==> config.mk <==
export PLATFORM = sky130hd
export DESIGN_NAME = shc_host
export DESIGN_NICKNAME = d
export VERILOG_FILES = /design/src/core/shc_pkg.sv /design/src/core/shc_host.sv
export SDC_FILE = /design/constraint.sdc
export NUM_CORES = 1
export LEC_CHECK = 0
export BUFFER_PORTS_ARGS = -buffer_cell sky130_fd_sc_hd__buf_2
export CORE_AREA = 4 4 202 204
export DETAILED_ROUTE_END_ITERATION = 10
export DIE_AREA = 0 0 206 208
export PLACE_DENSITY = 0.67
export SLEW_MARGIN = 15
export SYNTH_ARGS = -nofsm -noshare
export SYNTH_HDL_FRONTEND = slang
export SYNTH_SLANG_ARGS = --single-unit
==> constraint.sdc <==
create_clock -name hclk -period 30.4 [get_ports hclk]
set_input_delay 1.52 -clock hclk [delete_from_list [all_inputs] [get_ports hclk]]
set_output_delay 1.52 -clock hclk [all_outputs]
set_load 0.1 [all_outputs]
==> src/core/shc_pkg.sv <==
// Package for the sensor host command port controller: register map, codes, timing
package shc_pkg;
  // ==========================================================================
  // AHB-Lite register offsets of the controller (byte addresses)
  localparam logic [7:0] CMD_OFS    = 8'h00;
  localparam logic [7:0] CTRL_OFS   = 8'h04;
  localparam logic [7:0] STAT_OFS   = 8'h08;
  localparam logic [7:0] RDATA_OFS  = 8'h0c;
  localparam logic [7:0] RXBYTE_OFS = 8'h10;
  // ==========================================================================
  // Command register fields
  localparam int CMD_DATA_LSB = 0;
  localparam int CMD_ADDR_LSB = 8;
  localparam int CMD_KIND_LSB = 16;
  localparam logic [1:0] KIND_READ  = 2'h0;
  localparam logic [1:0] KIND_WRITE = 2'h1;
  localparam logic [1:0] KIND_BURST = 2'h2;
  localparam logic [1:0] KIND_WORD  = 2'h3;
  // Control register fields
  localparam int CTRL_PORT_BIT = 0;
  localparam int CTRL_BAUD_LSB = 1;
  localparam int CTRL_LEN_LSB  = 4;
  localparam logic [31:0] CTRL_RST = 32'h0000_0000;
  // ==========================================================================
  // Link protocol constants
  localparam logic [7:0] DELIM      = 8'h0d;
  localparam logic [7:0] BURST_ADDR = 8'h80;
  localparam logic [7:0] BURST_DATA = 8'h00;
  localparam int SPI_WORD_BITS = 16;
  // ==========================================================================
  // Timing, clock 40 MHz
  localparam int CLK_MHZ        = 40;
  localparam int SPI_HALF_NS    = 500;  // 1 MHz serial clock
  localparam int SPI_HALF_CYC   = SPI_HALF_NS * CLK_MHZ / 1000;
  localparam int SPI_STALL_US   = 20;
  localparam int SPI_STALL_CYC  = SPI_STALL_US * CLK_MHZ;
  localparam int SPI_RATE_US    = 40;
  localparam int SPI_RATE_CYC   = SPI_RATE_US * CLK_MHZ;
  localparam int SPI_BSTALL_US  = 45;
  localparam int SPI_BSTALL_CYC = SPI_BSTALL_US * CLK_MHZ;
  localparam int SPI_BRATE_US   = 8;
  localparam int SPI_BRATE_CYC  = SPI_BRATE_US * CLK_MHZ;
  // Serial bit times, rounded to whole cycles at 115.2/230.4/460.8 kbps
  localparam int BIT_CYC_115 = (CLK_MHZ * 1000000 + 115199) / 115200;
  localparam int BIT_CYC_230 = (CLK_MHZ * 1000000 + 230399) / 230400;
  localparam int BIT_CYC_460 = (CLK_MHZ * 1000000 + 460799) / 460800;
  // Command spacing in tenths of a microsecond
  localparam int RATE_115_DUS = 6600;
  localparam int RATE_230_DUS = 3500;
  localparam int RATE_460_DUS = 2000;
  localparam int PERB_115_DUS = 868;
  localparam int PERB_230_DUS = 434;
  localparam int PERB_460_DUS = 217;
endpackage : shc_pkg

==> src/core/shc_host.sv <==
// Host controller driving the sensor's SPI or serial command port from AHB-Lite
// Notes on behaviour
// - Host uses only one port at a time; the idle port stays quiet.
// - SPI is 16-bit, data sampled on rising clock, clock idles high, select low.
// - SPI clock 0.01..2 MHz, 20 us between words, 40 us between commands.
// - SPI read answer comes out during the next 16-bit transfer.
// - SPI read word: bit15 zero, even address in 14:8, low byte ignored.
// - SPI write word: bit15 one, address in 14:8, data in low byte.
// - SPI burst: 45 us before first word, 8 us before next command; host waits the 20 us word gap.
// - Serial: 1 start, 8 data, 1 stop, no parity, 115.2/230.4/460.8 kbps.
// - Every serial command and answer ends with 0x0D.
// - Serial read: addr, dummy, 0x0D; answer addr, high, low, 0x0D.
// - Serial burst request is 0x80, 0x00, 0x0D.
// - Serial write: 1 plus address, data, 0x0D; no reply.
// - Serial commands spaced 660/350/200 us per rate.
// - After serial burst wait base plus 86.8/43.4/21.7 us per data byte.
// - Streaming exists only on the serial port.
// - Host issues no reads while streaming is active; host does not track streaming and sends every read command written while it is not busy.
`timescale 1ns/1ps
module shc_host #(
  parameter int BURST_BYTES = 18
) (
  input  wire logic        hclk,
  input  wire logic        hresetn,
  input  wire logic        hsel,
  input  wire logic [31:0] haddr,
  input  wire logic [1:0]  htrans,
  input  wire logic        hwrite,
  input  wire logic [2:0]  hsize,
  input  wire logic [31:0] hwdata,
  input  wire logic        hready,
  output logic      [31:0] hrdata,
  output logic             hreadyout,
  output logic             hresp,
  output logic             spi_sclk,
  output logic             spi_cs_n,
  output logic             spi_mosi,
  input  wire logic        spi_miso,
  output logic             uart_txd,
  input  wire logic        uart_rxd
);
  // Elaboration check: the length must fit the eight-bit count field
  if (BURST_BYTES < 1 || BURST_BYTES > 255) begin : g_bad_len
    $error("BURST_BYTES out of range");
  end

  typedef enum logic [2:0] {
    SHC_IDLE  = 3'b000,
    SHC_SHIFT = 3'b001,
    SHC_GAP   = 3'b010,
    SHC_UTX   = 3'b011,
    SHC_WAIT  = 3'b100
  } shc_state_t;

  // ==========================================================================
  // Bus slave: every access completes in its data phase with no wait state
  logic        wr_pend_r;
  logic [7:0]  wa_r;
  logic [31:0] ctrl_r;
  logic [31:0] rdata_r;
  logic [7:0]  rxbyte_r;
  logic        rxnew_r;
  logic        busy_r;
  shc_state_t  st_r;
  wire         a_ok    = hsel & htrans[1] & hready;
  wire         cmd_wr  = wr_pend_r & (wa_r == shc_pkg::CMD_OFS) & ~busy_r;
  wire         rx_rd   = a_ok & ~hwrite & (haddr[7:0] == shc_pkg::RXBYTE_OFS);
  wire         port_u  = ctrl_r[shc_pkg::CTRL_PORT_BIT];  // One port only
  wire  [1:0]  baud    = ctrl_r[shc_pkg::CTRL_BAUD_LSB +: 2];
  wire  [1:0]  kind    = hwdata[shc_pkg::CMD_KIND_LSB +: 2];
  assign hreadyout = 1'b1;
  assign hresp     = 1'b0;

  always_ff @(posedge hclk or negedge hresetn) begin
    if (!hresetn) begin
      wr_pend_r <= 1'b0;
      wa_r      <= 8'h00;
      ctrl_r    <= shc_pkg::CTRL_RST;
    end else begin
      wr_pend_r <= a_ok & hwrite;
      wa_r      <= haddr[7:0];
      if (wr_pend_r && wa_r == shc_pkg::CTRL_OFS && !busy_r) ctrl_r <= hwdata;
    end
  end

  // Read mux registered at the address phase
  always_ff @(posedge hclk or negedge hresetn) begin
    if (!hresetn) hrdata <= 32'h0000_0000;
    else if (a_ok && !hwrite) begin
      unique case (haddr[7:0])
        shc_pkg::CTRL_OFS:   hrdata <= ctrl_r;
        shc_pkg::STAT_OFS:   hrdata <= {29'h0, rxnew_r, port_u, busy_r};
        shc_pkg::RDATA_OFS:  hrdata <= rdata_r;
        shc_pkg::RXBYTE_OFS: hrdata <= {24'h0, rxbyte_r};
        default:             hrdata <= 32'h0000_0000;
      endcase
    end
  end

  // ==========================================================================
  // Pin synchronisers
  logic [1:0] miso_s_r;
  logic [1:0] rxd_s_r;
  always_ff @(posedge hclk or negedge hresetn) begin
    if (!hresetn) begin
      miso_s_r <= 2'b00;
      rxd_s_r  <= 2'b11;
    end else begin
      miso_s_r <= {miso_s_r[0], spi_miso};
      rxd_s_r  <= {rxd_s_r[0], uart_rxd};
    end
  end
  wire miso = miso_s_r[1];
  wire rxd  = rxd_s_r[1];

  // ==========================================================================
  // Bit time and command spacing chosen by the baud field
  wire [15:0] bit_cyc = (baud == 2'd1) ? 16'(shc_pkg::BIT_CYC_230) :
                        (baud == 2'd2) ? 16'(shc_pkg::BIT_CYC_460) :
                                         16'(shc_pkg::BIT_CYC_115);
  wire [31:0] base_dus = (baud == 2'd1) ? 32'(shc_pkg::RATE_230_DUS) :
                         (baud == 2'd2) ? 32'(shc_pkg::RATE_460_DUS) :
                                          32'(shc_pkg::RATE_115_DUS);
  wire [31:0] perb_dus = (baud == 2'd1) ? 32'(shc_pkg::PERB_230_DUS) :
                         (baud == 2'd2) ? 32'(shc_pkg::PERB_460_DUS) :
                                          32'(shc_pkg::PERB_115_DUS);
  wire [7:0]  blen     = ctrl_r[shc_pkg::CTRL_LEN_LSB +: 8];
  wire [31:0] u_gap    = (base_dus + perb_dus * 32'(blen)) * 32'(shc_pkg::CLK_MHZ) / 32'd10;

  // ==========================================================================
  // Transmit engine: SPI word or three serial bytes, then spacing
  logic [15:0] sh_r;
  logic [15:0] rx16_r;
  logic [23:0] ubytes_r;
  logic [31:0] cnt_r;
  logic [4:0]  bit_r;
  logic [1:0]  byte_r;
  logic [9:0]  uframe_r;
  logic [31:0] gap_r;
  wire         cnt_end = (cnt_r == 32'd0);
  wire  [7:0]  a_even  = {1'b0, hwdata[shc_pkg::CMD_ADDR_LSB +: 7] & 7'h7e};
  wire  [7:0]  a_any   = {1'b1, hwdata[shc_pkg::CMD_ADDR_LSB +: 7]};
  wire  [7:0]  d_byte  = hwdata[shc_pkg::CMD_DATA_LSB +: 8];
  // SPI words for each command kind
  wire  [15:0] spi_word = (kind == shc_pkg::KIND_READ)  ? {a_even, 8'h00} :
                          (kind == shc_pkg::KIND_WRITE) ? {a_any, d_byte} :
                          (kind == shc_pkg::KIND_BURST) ? {shc_pkg::BURST_ADDR, 8'h00} :
                                                          hwdata[15:0];
  // Serial commands, each closed by the delimiter
  wire  [23:0] u_cmd = (kind == shc_pkg::KIND_READ) ?
                         {a_even, 8'h00, shc_pkg::DELIM} :
                       (kind == shc_pkg::KIND_BURST) ?
                         {shc_pkg::BURST_ADDR, shc_pkg::BURST_DATA, shc_pkg::DELIM} :
                         {a_any, d_byte, shc_pkg::DELIM};
  // Spacing after a command: bursts need the longer first stall
  wire  [31:0] spi_gap = (kind == shc_pkg::KIND_BURST) ? 32'(shc_pkg::SPI_BSTALL_CYC) :
                         (kind == shc_pkg::KIND_WORD)  ? 32'(shc_pkg::SPI_BRATE_CYC) :
                                                         32'(shc_pkg::SPI_RATE_CYC);
  wire  [31:0] ugap_k  = (kind == shc_pkg::KIND_BURST) ? u_gap : (base_dus *
                         32'(shc_pkg::CLK_MHZ) / 32'd10);

  // Command sequencer; a command written while busy is dropped, software polls busy
  always_ff @(posedge hclk or negedge hresetn) begin
    if (!hresetn) begin
      st_r     <= SHC_IDLE;
      busy_r   <= 1'b0;
      spi_sclk <= 1'b1;
      spi_cs_n <= 1'b1;
      spi_mosi <= 1'b0;
      uart_txd <= 1'b1;
      sh_r     <= 16'h0000;
      rx16_r   <= 16'h0000;
      ubytes_r <= 24'h000000;
      uframe_r <= 10'h3ff;
      cnt_r    <= 32'd0;
      gap_r    <= 32'd0;
      bit_r    <= 5'd0;
      byte_r   <= 2'd0;
      rdata_r  <= 32'h0000_0000;
    end else begin
      unique case (st_r)
        SHC_IDLE: begin
          if (cmd_wr && !port_u) begin
            busy_r   <= 1'b1;
            sh_r     <= spi_word;
            gap_r    <= (spi_gap > 32'(shc_pkg::SPI_STALL_CYC)) ? spi_gap :
                        32'(shc_pkg::SPI_STALL_CYC);
            spi_cs_n <= 1'b0;
            spi_mosi <= spi_word[15];  // High bit first
            bit_r    <= 5'(shc_pkg::SPI_WORD_BITS);
            cnt_r    <= 32'(shc_pkg::SPI_HALF_CYC);
            st_r     <= SHC_SHIFT;
          end else if (cmd_wr && port_u) begin  // Reads go out only on order, never unasked
            busy_r   <= 1'b1;
            ubytes_r <= u_cmd;
            gap_r    <= ugap_k;
            byte_r   <= 2'd3;
            uframe_r <= {1'b1, u_cmd[23:16], 1'b0};  // Start, data, stop
            cnt_r    <= 32'(bit_cyc) - 32'd1;  // Count ends inclusive, so one less
            bit_r    <= 5'd10;
            st_r     <= SHC_UTX;
          end
        end
        SHC_SHIFT: begin
          // Clock falls mid-bit, device samples on the rising edge
          if (cnt_end) begin
            cnt_r <= 32'(shc_pkg::SPI_HALF_CYC);
            if (spi_sclk) begin
              if (bit_r == 5'd0) begin
                spi_cs_n <= 1'b1;
                rdata_r  <= {16'h0000, rx16_r};  // Answer of previous read
                cnt_r    <= gap_r;
                st_r     <= SHC_WAIT;
              end else spi_sclk <= 1'b0;
            end else begin
              spi_sclk <= 1'b1;
              rx16_r   <= {rx16_r[14:0], miso};
              sh_r     <= {sh_r[14:0], 1'b0};
              bit_r    <= bit_r - 5'd1;
            end
          end else begin
            cnt_r <= cnt_r - 32'd1;
            if (!spi_sclk && cnt_r == 32'd1) spi_mosi <= sh_r[15];
          end
        end
        SHC_UTX: begin
          uart_txd <= uframe_r[0];
          if (cnt_end) begin
            cnt_r    <= 32'(bit_cyc) - 32'd1;
            uframe_r <= {1'b1, uframe_r[9:1]};
            bit_r    <= bit_r - 5'd1;
            if (bit_r == 5'd1) begin
              byte_r   <= byte_r - 2'd1;
              ubytes_r <= {ubytes_r[15:0], 8'h00};
              bit_r    <= 5'd10;
              uframe_r <= {1'b1, ubytes_r[15:8], 1'b0};
              if (byte_r == 2'd1) begin
                cnt_r <= gap_r;
                st_r  <= SHC_WAIT;
              end
            end
          end else cnt_r <= cnt_r - 32'd1;
        end
        SHC_WAIT: begin
          uart_txd <= 1'b1;
          spi_sclk <= 1'b1;
          if (cnt_end) begin
            busy_r <= 1'b0;
            st_r   <= SHC_IDLE;
          end else cnt_r <= cnt_r - 32'd1;
        end
        default: st_r <= SHC_IDLE;
      endcase
    end
  end

  // ==========================================================================
  // Serial receiver: always listening so streamed packets are never lost
  logic [15:0] rcnt_r;
  logic [3:0]  rbit_r;
  logic [7:0]  rsh_r;
  logic        ract_r;
  always_ff @(posedge hclk or negedge hresetn) begin
    if (!hresetn) begin
      ract_r   <= 1'b0;
      rcnt_r   <= 16'd0;
      rbit_r   <= 4'd0;
      rsh_r    <= 8'h00;
      rxbyte_r <= 8'h00;
      rxnew_r  <= 1'b0;
    end else begin
      if (!ract_r) begin
        if (!rxd) begin
          ract_r <= 1'b1;
          rcnt_r <= bit_cyc + (bit_cyc >> 1);  // Middle of the first data bit
          rbit_r <= 4'd8;
        end
      end else if (rcnt_r == 16'd0) begin
        rcnt_r <= bit_cyc - 16'd1;  // Whole bit time between samples
        if (rbit_r == 4'd0) begin
          ract_r   <= 1'b0;
          rxbyte_r <= rsh_r;
        end else begin
          rsh_r  <= {rxd, rsh_r[7:1]};
          rbit_r <= rbit_r - 4'd1;
        end
      end else rcnt_r <= rcnt_r - 16'd1;
      // New byte flag: a fresh byte wins over the clearing read
      if (ract_r && rcnt_r == 16'd0 && rbit_r == 4'd0) rxnew_r <= 1'b1;
      else if (rx_rd) rxnew_r <= 1'b0;
    end
  end

  // ==========================================================================
  // Checks
  // Low time of the serial clock; a counter keeps the rate check cheap to evaluate
  logic [15:0] sclk_lo_r;
  always_ff @(posedge hclk or negedge hresetn) begin
    if (!hresetn) sclk_lo_r <= 16'd0;
    else if (spi_sclk) sclk_lo_r <= 16'd0;
    else sclk_lo_r <= sclk_lo_r + 16'd1;
  end
  chk_spi_idle_high: assert property (@(posedge hclk) disable iff (!hresetn)
    spi_cs_n |-> spi_sclk) else $error("SPI clock not idle high");
  chk_ports_exclusive: assert property (@(posedge hclk) disable iff (!hresetn)
    !spi_cs_n |-> uart_txd) else $error("Both ports active");
  chk_spi_half_period: assert property (@(posedge hclk) disable iff (!hresetn)
    $rose(spi_sclk) |-> sclk_lo_r == 16'(shc_pkg::SPI_HALF_CYC + 1))
    else $error("SPI half period wrong");
  chk_uart_start_bit: assert property (@(posedge hclk) disable iff (!hresetn)
    (st_r == SHC_UTX && $fell(uart_txd)) |-> !uart_txd[*8])
    else $error("Short start bit");
  chk_spi_word_gap: assert property (@(posedge hclk) disable iff (!hresetn)
    $rose(spi_cs_n) |-> spi_cs_n[*8]) else $error("Select gap too short");
  chk_rd_after_word: assert property (@(posedge hclk) disable iff (!hresetn)
    ($rose(spi_cs_n) && st_r == SHC_WAIT) |-> rdata_r[15:0] == rx16_r)
    else $error("Read word not captured");
  chk_busy_hold: assert property (@(posedge hclk) disable iff (!hresetn)
    (st_r == SHC_WAIT) |-> busy_r) else $error("Busy dropped early");
  chk_cmd_delim: assert property (@(posedge hclk) disable iff (!hresetn)
    (cmd_wr && port_u && !busy_r) |=> ubytes_r[7:0] == shc_pkg::DELIM)
    else $error("Delimiter missing");
endmodule : shc_host

Word-level counts from Yosys, hierarchy flattened
Index checks and enable logic that the tools add are counted.

Register bits: 268. Bits in latches: 0. Memory bits (writable): 0. Memory bits (read-only): 0. Bits of input ports: 76. Memories: 0.

Add/subtract/negate cells: 9. Multipliers: 3. Div/mod/pow operators: 2. Magnitude comparators: 1. Equality and inequality tests: 34. Shifts and indexed selects: 0. Mux-type cells: 95. Bitwise gates (word level): 11. Reduce and logical (&&, ||, !) cells: 44.

Operators by type and width (number): 32-bit two-way mux (12); 32-bit one-hot mux with 4 select lines (2); 16-bit two-way mux (13); 32-bit by 4-bit divider with 32-bit output (second input constant) (2); 16-bit one-hot mux with 2 select lines (2); 10-bit two-way mux (5); 11-bit two-way mux (3); 32-bit by 1-bit equality test with 1-bit output (second input constant) (1); 32-bit zero test (1); 32-bit by 1-bit subtractor with 32-bit output (second input constant) (1); 5-bit two-way mux (6); 2-bit inequality test (second input constant) (15); 3-bit two-way mux (9); 9-bit two-way mux (3); 13-bit two-way mux (2); 24-bit two-way mux (1); 23-bit two-way mux (1); 19-bit by 3-bit multiplier with 22-bit output (second input constant) (1); 10-bit one-hot mux with 2 select lines (1); 9-bit by 1-bit subtractor with 10-bit output (second input constant) (2); 13-bit by 18-bit adder with 19-bit output (1); 1-bit two-way mux (19); 10-bit by 8-bit multiplier with 18-bit output (1); 3-bit AND reduction (6); 41 further kinds (89).

Longest topological paths before layout
Depth after elaboration: 10. Depth in mapped cells: 66.

Least setup slack after synthesis
OpenSTA, ideal clock, no wires.

Path type: register to register. From: register ctrl_r[1]. To: register gap_r[0]. Library setup time: 78 ps. Arrival time: 13898 ps. Required time: 30322 ps. Setup slack: 16424 ps. Cell stages (with the launch flop): 61. Cell sequence: dfrtp_1 > inv_1 > ha_1 > clkbuf_1 > clkbuf_1 > and2_1 > fa_1 > fa_1 > fa_1 > inv_1 > fa_1 > inv_1 > ha_1 > nand3_1 > nor4_1 > nor2_1 > nor2b_1 > nor2b_1 > (+25 left out) > buf_4 > xnor2_1 > o22ai_1 > a221o_2 > buf_6 > a2111oi_0 > and4b_1 > a21bo_1 > and4_4 > nand2_1 > a221o_1 > and3_1 > ha_1 > o2bb2ai_1 > or3_1 > a32oi_1 > a211oi_1 > o21ai_1.

Longest elaborated chain between the ends: 10. Elaborated cells on any way between the ends: 15.

Ends and longest elaborated chain: start: declaration (line shc_host.sv:59) `logic [31:0] ctrl_r;`; start signal: assignment (line shc_host.sv:78) `ctrl_r <= shc_pkg::CTRL_RST;`; start signal: assignment (line shc_host.sv:82) `if (wr_pend_r && wa_r == shc_pkg::CTRL_OFS && !busy_r) ctrl_r <= hwdata;`; 2-bit equality test (line shc_host.sv:122, shc_host.sv:125); 10-bit two-way mux (line shc_host.sv:125) `(baud == 2'd2) ? 32'(shc_pkg::PERB_460_DUS) :`; 10-bit two-way mux (line shc_host.sv:124) `wire [31:0] perb_dus = (baud == 2'd1) ? 32'(shc_pkg::PERB_230_DUS) :`; 10-bit by 8-bit multiplier with 18-bit output (line shc_host.sv:128) `wire [31:0] u_gap = (base_dus + perb_dus * 32'(blen)) * 32'(shc_pkg::CLK_MHZ) / 32'd10;`; 13-bit by 18-bit adder with 19-bit output (line shc_host.sv:128); 19-bit by 3-bit multiplier with 22-bit output (line shc_host.sv:128); 32-bit by 4-bit divider with 32-bit output (line shc_host.sv:128); 32-bit two-way mux * (line shc_host.sv:159) `wire [31:0] ugap_k = (kind == shc_pkg::KIND_BURST) ? u_gap : (base_dus *`; 32-bit two-way mux * (line shc_host.sv:193) `end else if (cmd_wr && port_u) begin`; 32-bit two-way mux * (line shc_host.sv:183) `if (cmd_wr && !port_u) begin`; end signal: assignment (line shc_host.sv:186) `gap_r <= (spi_gap > 32'(shc_pkg::SPI_STALL_CYC)) ? spi_gap :`; end signal: assignment (line shc_host.sv:196) `gap_r <= ugap_k;`; end: declaration (line shc_host.sv:139) `logic [31:0] gap_r;`.

Every way passes the cells marked *; elsewhere a longest branch is shown, timed or not. The select of a mux whose other input is x is not followed. A chain may end at the register's enable or synchronous reset.

Worst setup path after layout
From: register ctrl_r[2]. To: register gap_r[0].

The elaborated chain is that of the path after synthesis.

==> impl_metrics.csv <==
group,metric,value,unit
cts,htreeDepth,1,
yosys,synth_area_leaders,"dfrtp_1 (31%), nand2_1 (6.3%), fa_1 (6.0%), ha_1 (5.8%), mux2_2 (4.9%)",
detailed_routing,wl_per_cell,17.99,um
run,maxCapViolCount,0,
timing,min_period_over_period,0.5875,
floorplanning,num_io_pins,114,
grt,antenna_found_initial,0,
grt,use_met3,0.02494,
timing,setup-tns-final,0,ns
yosys,synth_fa_ha_area_frac,0.1199,
floorplanning,die_y,208,um
cts,clk_pin_slew,0.06,ns
worst_setup_path,worstPathRequired,30.85,ns
yosys,ys_seq_area_frac,0.3259,
layout,ff_latch_area,6274,um^2
timing,hold_violations,0,
yosys,ys.flop_type,"dfrtp_1",
yosys,synth_mux_area_frac,0.06162,
timing,holdWs,0.3583,ns
timing,fin_worst_skew,0.01727,ns
layout,fillCellCount,3650,
floorplanning,dieArea,42850,um^2
yosys,synth-compound-area-share,0.2336,
timing,worst_pin_slew,1.135,ns
grt,grt_pass1_wl,83370,um
yosys,synth_edf_count,0,
worst_setup_path,critical-path-slowest-cell,"o41ai_1",
yosys,yosys.cell_types.count,115,
cts,root_buffer,"clkbuf_16",
worst_setup_path,critPathLaunchType,"flip-flop",
layout,fin_cells,2799,
grt,grt_use_total,0.2296,
yosys,synth_area_leader_cell,"dfrtp_1",
yosys,yosysWarnings,0,
detailed_routing,via_per_inst,6.005,
run_status,status,"complete, no violations",
yosys,netlist.area_leader.share,0.3068,
detailed_routing,drt-pass1-iter-count,5,
detailed_routing,remaining_drc_errors,0,
yosys,synthesis.area,19250,um^2
placed_design,place_inst,2751,
timing,rsz0062_at_grt,"no",
detailed_routing,vias,16809,
worst_setup_path,cp.arrival,18.31,ns
worst_setup_path,critPathMaxFanout,15,
layout,area_growth_syn_to_layout,9.022,%
layout,diodes,0,
cts,numCtsBuffers,27,
yosys,synth.top_cells.by_count,"nand2_1 (321), dfrtp_1 (236), o21ai_0 (168), nor2_1 (162), a21oi_1 (140)",
yosys,yosys.area_share.simple,0.1868,
cts,worstSkewPairLatency,0.54,ns
cts,cts_tree,"built",
cts,holdBufCountCts,0,
timing,max_freq,0.05599,GHz
detailed_routing,drt_iter0_markers,1096,
detailed_routing,ant_nets,0,
yosys,yosysMostFrequentCell,"nand2_1",
yosys,ys_seq_elements,250,
grt,grtUsageMet2,0.3846,
timing,period_needed,17.86,ns
worst_setup_path,critPathCaptureType,"flip-flop",
cts,clockBufferDepth,3,
timing,setup_viol,0,
grt,grt_pass1_vias,16230,
worst_setup_path,path_class,"flip-flop to flip-flop",
floorplanning,start_util,0.4901,
floorplanning,core.rowCount,73,
cts,postCtsSetupBuffers,0,
layout,multi_input_area,12030,um^2
worst_setup_path,crit_path_frequent_cell,"ha_1",
floorplanning,core_region_area,39280,um^2
yosys,syn_avg_cell_area,8.635,um^2
yosys,synthArstFlopShare,1.000,
layout,final_area,20990,um^2
placed_design,dp.final_hpwl,36830,um
layout,nets,2478,
placed_design,dpl_cell_area,20060,um^2
floorplanning,die_w,206,um
detailed_routing,wl,50370,um
cts,cts.repair.resized,0,
placed_design,port_buffers,83,
yosys,synth-xor-area-share,0.02178,
grt,grt.overflow.total,0,
worst_setup_path,slowest_delay,0.92,ns
layout,drive_gt1_frac,0.1372,
yosys,synth_top_family_by_area,"compound AO/OA/AOI/OAI gates",
timing,drv_slew,0,
grt,grt_max_degree,112,
placed_design,gp_congestion,0.8841,
yosys,syn-num-nets,2452,
grt,grt_util_met1,0.3245,
timing,relSlewSlack,0.2334,
grt,grt-busiest-layer,"met2",
yosys,syn_inst,2229,
cts,clock-sinks,250,
min_path,min_path_type,"flip-flop to flip-flop",
==> cell families after synthesis <==
group,count (synthesis)
and+or+nand+nor,776
AOI/OAI and AO/OA,656
DFF,250
buffers and inverters,240
adders and majority gates,150
muxes,108
xor gates and xnor gates,47
other,2
==> per-stage QoR <==
stage / worst slack (ns) / util
floorplan: 16.42 / -
global placement: 13.15 / 0.5108
detailed placement: 12.90 / 0.5108
CTS: 12.83 / 0.5343
global route: 11.48 / 0.5343
finish: 12.54 / 0.5343
==> flip-flops by register name, indices dropped and copies added, names as in the netlist, 16 cells and up <==
name     count
cnt_r       32
ctrl_r      32
gap_r       22
hrdata      32
rcnt_r      16
rdata_r     16
rx16_r      16
sh_r        16
==> final timing paths <==
path,start,end,slack (ns),depth (start not counted)
min,rxd_s_r[0]$_DFF_PN1_,rxd_s_r[1]$_DFF_PN1_,0.36,0
min in group asynchronous,hresetn,rcnt_r[15]$_DFFE_PN0P_,1.00,1
min reg2reg,rxd_s_r[0]$_DFF_PN1_,rxd_s_r[1]$_DFF_PN1_,0.36,0
max in group asynchronous,hresetn,hrdata[29]$_DFFE_PN0P_,27.94,2
max,ctrl_r[2]$_DFFE_PN0P_,gap_r[0]$_DFFE_PN0P_,12.54,57
max reg2reg,ctrl_r[2]$_DFFE_PN0P_,gap_r[0]$_DFFE_PN0P_,12.54,57
==> cells in the final DEF, fill, tap and decap left out, drive strengths merged, types with 23 or more instances in the layout <==
| cell | instances |
|---|---|
| xnor2 | 28 |
| a21oi | 145 |
| dfrtp | 236 |
| mux2 | 84 |
| nor2b | 23 |
| a21o | 30 |
| and2 | 31 |
| nor3 | 59 |
| fa | 58 |
| nand2 | 323 |
| nand3 | 51 |
| clkbuf | 38 |
| o21ai | 190 |
| mux2i | 24 |
| o31ai | 28 |
| ha | 89 |
| inv | 128 |
| nor2 | 165 |
| buf | 109 |
| a31oi | 28 |
==> layer usage <==
| layer | vias to the layer above | part of all wire |
|---|---|---|
| met5 | - | 0 |
| met4 | 0 | 0.016 |
| met3 | 66 | 0.052 |
| met2 | 497 | 0.48 |
| met1 | 8153 | 0.45 |
| li1 | 8093 | - |
==> critical path: cells and delay by family, from the launching register on <==
family / cells / cell delay (ns)
AO/OA/AOI/OAI: 26 / 8.28
XOR/XNOR: 1 / 0.28
adder cells (fa/ha/maj): 9 / 3.82
buffers and inverters: 5 / 0.91
flip-flops: 1 / 0.45
multiplexers: 2 / 0.86
AND/OR/NAND/NOR: 14 / 3.11
==> cell type report <==
| cell class | count | area share |
|---|---|---|
| Multi-Input combinational cell | 1739 | 0.5733 |
| Clock inverter | 10 | 0.006976 |
| Tap cell | 525 | 0.03130 |
| Clock buffer | 38 | 0.03703 |
| Sequential cell | 250 | 0.2990 |
| Inverter | 128 | 0.02290 |
| Timing Repair Buffer | 109 | 0.02957 |
Power is not shown: default switching activity piles up to over one toggle a cycle in this logic, so the estimate is an artifact.
